**src/hw/rrse_defs.vh**
```
`ifndef RRSE_DEFS_VH
`define RRSE_DEFS_VH
// opcode patterns (14-bit instruction word)
`define RRSE_LIT_EXIT_HI   4'hD
`define RRSE_SUB_EXIT_OP   14'h0008
`define RRSE_ROT_RIGHT_HI  6'h0C
`define RRSE_ROT_LEFT_HI   6'h0D
`define RRSE_POWERDOWN_OP  14'h0063
// field positions
`define RRSE_DEST_BIT      7
`define RRSE_STACK_DEPTH   8
`define RRSE_SP_W          3
`define RRSE_PC_W          13
`define RRSE_FADDR_W       7
// reset values
`define RRSE_W_RST         8'h00
`define RRSE_PC_RST        13'h0000
`define RRSE_SP_RST        3'h0
`define RRSE_WDT_RST       8'h00
`define RRSE_PRE_RST       8'h00
`endif

```
**src/hw/rrse_exec.v**
```verilog
// What this block does
// - literal-exit places the 8-bit literal field into the working register
// - literal-exit opcode is 11 01xx followed by eight literal bits
// - literal-exit reloads pc from stack top and takes two cycles
// - subroutine-exit pops the stack into pc and takes two cycles
// - neither return instruction changes any status flag
// - rotate right through carry: old carry to bit 7, bit 0 to carry
// - rotate left through carry: old carry to bit 0, bit 7 to carry
// - destination bit 0 writes working register, 1 writes file register
// - rotates are one word, one cycle, changing only carry
// - power-down clears watchdog counter and its prescaler
// - power-down sets timeout flag and clears powerdown flag
// - power-down is single-cycle, then core halts its oscillator
`timescale 1ns/10ps
`default_nettype none
`include "rrse_defs.vh"
module rrse_exec (
  input  wire        core_clk_i,
  input  wire        arst_n_i,
  input  wire        instr_valid_i,
  input  wire [13:0] instr_i,
  input  wire [7:0]  file_rdata_i,
  input  wire        push_i,
  input  wire [12:0] push_addr_i,
  input  wire        wdt_tick_i,
  input  wire        wake_i,
  output wire [6:0]  file_addr_o,
  output reg  [7:0]  file_wdata_o,
  output reg         file_we_o,
  output reg  [7:0]  work_reg_o,
  output reg         carry_o,
  output reg         timeout_flag_o,
  output reg         powerdown_flag_o,
  output reg  [7:0]  watchdog_counter_o,
  output reg  [7:0]  wdt_prescaler_o,
  output reg  [12:0] pc_o,
  output reg         pc_load_o,
  output reg         flush_o,
  output wire        busy_o,
  output reg         osc_run_o,
  output reg  [12:0] stack_top_o
);
  reg  [12:0] stack_q [0:`RRSE_STACK_DEPTH-1];
  reg  [2:0]  sp_q;
  reg         ret_q;
  wire        is_lit_exit;
  wire        is_sub_exit;
  wire        is_rot_r;
  wire        is_rot_l;
  wire        is_pdown;
  wire        go;
  wire        dest_f;
  wire [2:0]  sp_prev;
  wire        is_ret;
  wire        is_rot;
  wire        do_push;
  wire [15:0] wdt_next;
  reg  [7:0]  rot_res;
  reg         rot_c;
  integer     i;

  assign go          = instr_valid_i & osc_run_o & ~ret_q;
  assign is_lit_exit = go & (instr_i[13:10] == `RRSE_LIT_EXIT_HI);
  assign is_sub_exit = go & (instr_i == `RRSE_SUB_EXIT_OP);
  assign is_rot_r    = go & (instr_i[13:8] == `RRSE_ROT_RIGHT_HI);
  assign is_rot_l    = go & (instr_i[13:8] == `RRSE_ROT_LEFT_HI);
  assign is_pdown    = go & (instr_i == `RRSE_POWERDOWN_OP);
  assign dest_f      = instr_i[`RRSE_DEST_BIT];
  assign file_addr_o = instr_i[6:0];
  assign sp_prev     = sp_q - 3'h1;
  assign busy_o      = ret_q;
  assign is_ret      = is_lit_exit | is_sub_exit;
  assign is_rot      = is_rot_r | is_rot_l;
  assign do_push     = push_i & go;
  assign wdt_next    = {watchdog_counter_o, wdt_prescaler_o} + 16'h0001;

  always @* begin
    if (is_rot_r) begin
      rot_res = {carry_o, file_rdata_i[7:1]};
      rot_c   = file_rdata_i[0];
    end else begin
      rot_res = {file_rdata_i[6:0], carry_o};
      rot_c   = file_rdata_i[7];
    end
  end

  // stack pointer: push moves up, pop moves back
  always @(posedge core_clk_i or negedge arst_n_i) begin
    if (!arst_n_i) begin
      sp_q <= `RRSE_SP_RST;
    end else if (is_ret) begin
      sp_q <= sp_prev;
    end else if (do_push) begin
      sp_q <= sp_q + 3'h1;
    end
  end

  // return stack entries
  always @(posedge core_clk_i or negedge arst_n_i) begin
    if (!arst_n_i) begin
      for (i = 0; i < `RRSE_STACK_DEPTH; i = i + 1) begin
        stack_q[i] <= `RRSE_PC_RST;
      end
    end else if (do_push) begin
      stack_q[sp_q] <= push_addr_i;
    end
  end

  // visible top of stack
  always @(posedge core_clk_i or negedge arst_n_i) begin
    if (!arst_n_i) begin
      stack_top_o <= `RRSE_PC_RST;
    end else if (is_ret) begin
      stack_top_o <= stack_q[sp_prev - 3'h1];
    end else if (do_push) begin
      stack_top_o <= push_addr_i;
    end
  end

  // second cycle of a return
  always @(posedge core_clk_i or negedge arst_n_i) begin
    if (!arst_n_i) begin
      ret_q <= 1'b0;
    end else begin
      ret_q <= is_ret;
    end
  end

  // prefetched word is dropped in the cycle after the second return cycle
  always @(posedge core_clk_i or negedge arst_n_i) begin
    if (!arst_n_i) begin
      flush_o <= 1'b0;
    end else begin
      flush_o <= ret_q;
    end
  end

  // restored program counter
  always @(posedge core_clk_i or negedge arst_n_i) begin
    if (!arst_n_i) begin
      pc_o <= `RRSE_PC_RST;
    end else if (is_ret) begin
      pc_o <= stack_q[sp_prev];
    end
  end

  // program counter load strobe
  always @(posedge core_clk_i or negedge arst_n_i) begin
    if (!arst_n_i) begin
      pc_load_o <= 1'b0;
    end else begin
      pc_load_o <= is_ret;
    end
  end

  // working register
  always @(posedge core_clk_i or negedge arst_n_i) begin
    if (!arst_n_i) begin
      work_reg_o <= `RRSE_W_RST;
    end else if (is_lit_exit) begin
      work_reg_o <= instr_i[7:0];
    end else if (is_rot && !dest_f) begin
      work_reg_o <= rot_res;
    end
  end

  // carry flag, touched by rotates only
  always @(posedge core_clk_i or negedge arst_n_i) begin
    if (!arst_n_i) begin
      carry_o <= 1'b0;
    end else if (is_rot) begin
      carry_o <= rot_c;
    end
  end

  // file register write data
  always @(posedge core_clk_i or negedge arst_n_i) begin
    if (!arst_n_i) begin
      file_wdata_o <= 8'h00;
    end else if (is_rot && dest_f) begin
      file_wdata_o <= rot_res;
    end
  end

  // file register write strobe
  always @(posedge core_clk_i or negedge arst_n_i) begin
    if (!arst_n_i) begin
      file_we_o <= 1'b0;
    end else begin
      file_we_o <= is_rot & dest_f;
    end
  end

  // timeout flag, returns leave it alone
  always @(posedge core_clk_i or negedge arst_n_i) begin
    if (!arst_n_i) begin
      timeout_flag_o <= 1'b1;
    end else if (is_pdown) begin
      timeout_flag_o <= 1'b1;
    end
  end

  // powerdown flag
  always @(posedge core_clk_i or negedge arst_n_i) begin
    if (!arst_n_i) begin
      powerdown_flag_o <= 1'b1;
    end else if (is_pdown) begin
      powerdown_flag_o <= 1'b0;
    end
  end

  // watchdog counter, clear wins over a tick
  always @(posedge core_clk_i or negedge arst_n_i) begin
    if (!arst_n_i) begin
      watchdog_counter_o <= `RRSE_WDT_RST;
    end else if (is_pdown) begin
      watchdog_counter_o <= `RRSE_WDT_RST;
    end else if (wdt_tick_i) begin
      watchdog_counter_o <= wdt_next[15:8];
    end
  end

  // watchdog prescaler, low byte of the chain
  always @(posedge core_clk_i or negedge arst_n_i) begin
    if (!arst_n_i) begin
      wdt_prescaler_o <= `RRSE_PRE_RST;
    end else if (is_pdown) begin
      wdt_prescaler_o <= `RRSE_PRE_RST;
    end else if (wdt_tick_i) begin
      wdt_prescaler_o <= wdt_next[7:0];
    end
  end

  // oscillator run, power-down wins over wake
  always @(posedge core_clk_i or negedge arst_n_i) begin
    if (!arst_n_i) begin
      osc_run_o <= 1'b1;
    end else if (is_pdown) begin
      osc_run_o <= 1'b0;
    end else if (wake_i) begin
      osc_run_o <= 1'b1;
    end
  end
endmodule
`default_nettype wire

```
**config.mk**
```make
export PLATFORM = sky130hd
export DESIGN_NAME = rrse_exec
export DESIGN_NICKNAME = d
export VERILOG_FILES = /design/src/hw/rrse_exec.v
export VERILOG_INCLUDE_DIRS = /design/src /design/src/hw
export SDC_FILE = /design/constraint.sdc
export NUM_CORES = 1
export LEC_CHECK = 0
export ABC_AREA = 1
export BUFFER_PORTS_ARGS = -buffer_cell sky130_fd_sc_hd__buf_2
export CORE_ASPECT_RATIO = 0.8
export CORE_MARGIN = 2
export CORE_UTILIZATION = 55
export CTS_BUF_LIST = sky130_fd_sc_hd__clkbuf_8
export DETAILED_ROUTE_END_ITERATION = 6
export GPL_ROUTABILITY_DRIVEN = 1
export MAX_ROUTING_LAYER = met4
export PLACE_DENSITY = 0.76
export SETUP_SLACK_MARGIN = 0.5
export SYNTH_ARGS = -nofsm -noshare
export SYNTH_HDL_FRONTEND = slang
export SYNTH_SLANG_ARGS = --single-unit
```
**constraint.sdc**
```tcl
create_clock -name core_clk_i -period 2.5 [get_ports core_clk_i]
set_input_delay 0.5 -clock core_clk_i [delete_from_list [all_inputs] [get_ports core_clk_i]]
set_output_delay 0.5 -clock core_clk_i [all_outputs]
set_load 0.1 [all_outputs]
```
==> out/summary.txt <==
layout cells sized above 1: 16.1%
Fillers: 1602
Final TNS setup: 0 ps
CP delay by family, top: flip-flops
yosys warns: 0
DIE HEIGHT: 123 µm
Critical Path AT: 1430 ps
Max Slew Vio Count: 0
Row Count: 43
reg-to-reg startpoint: osc_run_o
WL/cell: 16.3 µm
power density cells: 1330 nW/µm²
clock sinks: 171
f_max: 517 MHz
CP Launch Type: flop
kind of critical path: reg -> out
DIE AREA: 18700 µm²
Placer Congestion: 0.842
Critical Path RT: 2000 ps
clk slew on worst S/H paths: 100 ps
number of detailed-route iterations in the first pass: 5
Total Wirelength: 26.1 mm
crit path buf inv count: 1
drt first-iter violations: 869
Final Hold Vio Count: 0
Inserted Clock Buffers: 17
Area growth syn-to-layout: 10.8%
number of diodes: 0
kind of capture point of the worst setup path: output port
post-DP HPWL: 17.0 mm
post-DR vias/cell: 5.49
Setup crit end: powerdown_flag_o
Worst Tran Pin Value: 543 ps
Mapped Avg Cell Area: 7.48 µm²
initial antenna violation count: 0
list of most frequent post-synthesis cells: nand2_1, dfrtp_1, o21ai_1, inv_1, o21ai_0
register area share after synthesis: 44.3%
Inst Count DP: 1564
Slew headroom: 63.7%
number of global-route vias before repair: 8023
TritonCTS clock tree: done
Crit. path cell count: 1
CP Max Fanout: 2
multi-input logic area: 4400 µm²
Synth top area share: 43.8%
Post-Syn Area: 9660 µm²
top post-synthesis cells by area: dfrtp_1, nand2_1, o21ai_1
Register Area: 4290 µm²
Max stage delay on crit path: 540 ps
LEAKAGE: 5.56 nW
worst r2r dst: stack_q[67]
largest net degree at the start of global routing: 155
EDFF count, synth: 0
total design power: 0.0142 W
Clock Latency Late Sink: 480 ps
synthesized instance count: 1292
Worst R2R Path Depth: 7
Core ar.: 17300 µm²
final setup skew: 11.5 ps
syn_nets: 1337
clock tree buffer depth: 2
VDD IR max: 1.31 mV
minimum clock period: 1930 ps
Die Wd: 152 µm
r2r setup slk: 610 ps
PortBufs: 112
CP Cell Sequence: buf_2
top-count cell post-synth: nand2_1
RSZ-0062 raised after global routing: false
Clock H-tree levels: 4
root buffer cell: clkbuf_8
Primary FF master, synth: dfrtp_1
Yosys cell types: 35
Critical Path Start: powerdown_flag_o
ANT nets after route: 0
Critical-path top delay cell: dfstp_2
Post-synth ARST share: 100%
nets@finish: 1410
Initial Util: 56.0%
All-Layer GR Usage: 29.4%
Final setup viols: 0
max cap viols: 0
DP Area: 10100 µm²
Remaining DRCs: 0
Ports: 114
fin util: 62.0%
status: completed
Final period util: 77.4%
first-pass GRT wire length: 41.9 mm
area leader, netlist: dfrtp_1
Finished Layout Cells: 1603
worst hold path class: in -> reg
post-route cell area: 10700 µm²
DR vias: 8804
GRT overflow: 0
Seq cells post-synth: 171
[power breakdown]
| part | switching (W) | internal (W) | leakage, nW |
|---|---|---|---|
| logic | 0.00544 | 0.00196 | 3.17 |
| clock network | 0.00110 | 0.00121 | 0.233 |
| registers | 0.000731 | 0.00380 | 2.15 |
[placed cells by master (no fill, tap or decap), types with 2 or more instances in the layout]
cell,n
nand4_1,19
clkbuf_8,17
o21ai_2,10
inv_1,105
a21oi_1,35
buf_12,4
o211ai_1,34
dfrtp_1,166
nor3_1,5
bufinv_16,5
nand2_4,4
nor2_1,44
ha_1,3
buf_2,110
o21ai_1,111
nand3_1,46
inv_2,5
nand2_8,2
nand3_2,2
nand4_4,10
nand2_2,4
nor2_2,6
o21bai_1,2
nand2_1,495
dfstp_2,2
buf_4,15
buf_6,3
clkinv_4,4
inv_6,7
inv_4,2
dfrtp_2,2
o21ai_0,83
clkinvlp_4,2
nand3b_1,3
[layout make-up]
type                            instances  area share, %
Inverter                              117           4.37
Clock buffer                           17           2.19
Timing Repair Buffer                  134           7.42
Sequential cell                       171           40.1
Tap cell                              225           2.63
Multi-Input combinational cell        924           41.1
Clock inverter                         15           2.20
[kinds of logic (layout without fill, tap and decap cells)]
kind of cell               count (synthesis)  after routing  share of synthesized area [%]
AOI/OAI and AO/OA                        276            276                           15.6
xor gates and xnor gates                   2              2                          0.181
adders and majority gates                  4              4                          0.518
buffers and inverters                    199            283                           10.9
DFF                                      171            171                           44.3
other                                      1              1                         0.0388
and+or+nand+nor                          639            641                           28.4
[metrics by stage]
stage / setup WS (ps) / hold slack (ps)
5_1_grt: 497 / 278
4_1_cts: 498 / 262
2_1_floorplan: 538 / 204
3_5_place_dp: 456 / 418
3_3_place_gp: 503 / 416
6_report: 566 / 276
[metal layers]
| metal | GRT usage, % | wire length (µm) | up-vias |
|---|---|---|---|
| li1 | - | - | 4323 |
| met1 | 40.0 | 11800 | 4115 |
| met2 | 43.4 | 11700 | 319 |
| met3 | 6.71 | 1890 | 47 |
| met4 | 11.4 | 687 | 0 |
| met5 | - | 0 | - |
[what timing repair did]
| item | CTS | global route |
|---|---|---|
| cloned | 1 | 1 |
| hold buffers | 1 | 0 |
| setup buffers | 2 | 2 |
| gates resized for setup | 3 | 10 |
| hold endpoints to repair | 47 | 0 |
| pin swaps | 2 | 1 |
| endpoints found under the setup margin | 25 | 56 |
[tightest hold or removal path, stage by stage]
cell and delay (ps):
buf_2 100, nor2_1 90, nor2_1 60
[flip-flops by register name (all words and copies together) (netlist names), 3 cells and up]
| register | cells |
|---|---|
| wdt_prescaler_o | 8 |
| work_reg_o | 8 |
| stack_q | 104 |
| sp_q | 3 |
| file_wdata_o | 8 |
| pc_o | 13 |
| stack_top_o | 13 |
| watchdog_counter_o | 8 |
[worst min-delay path by stage]
stage               startpoint        end  slack [ps]  cells past startpoint
floorplan             arst_n_i    carry_o         200                      0
CTS                     wake_i  osc_run_o         260                      3
global route            wake_i  osc_run_o         280                      3
global placement     pc_load_o    flush_o         420                      0
detailed placement   pc_load_o    flush_o         420                      0
finish                  wake_i  osc_run_o         280                      3
(Power assumes the default switching activity.)
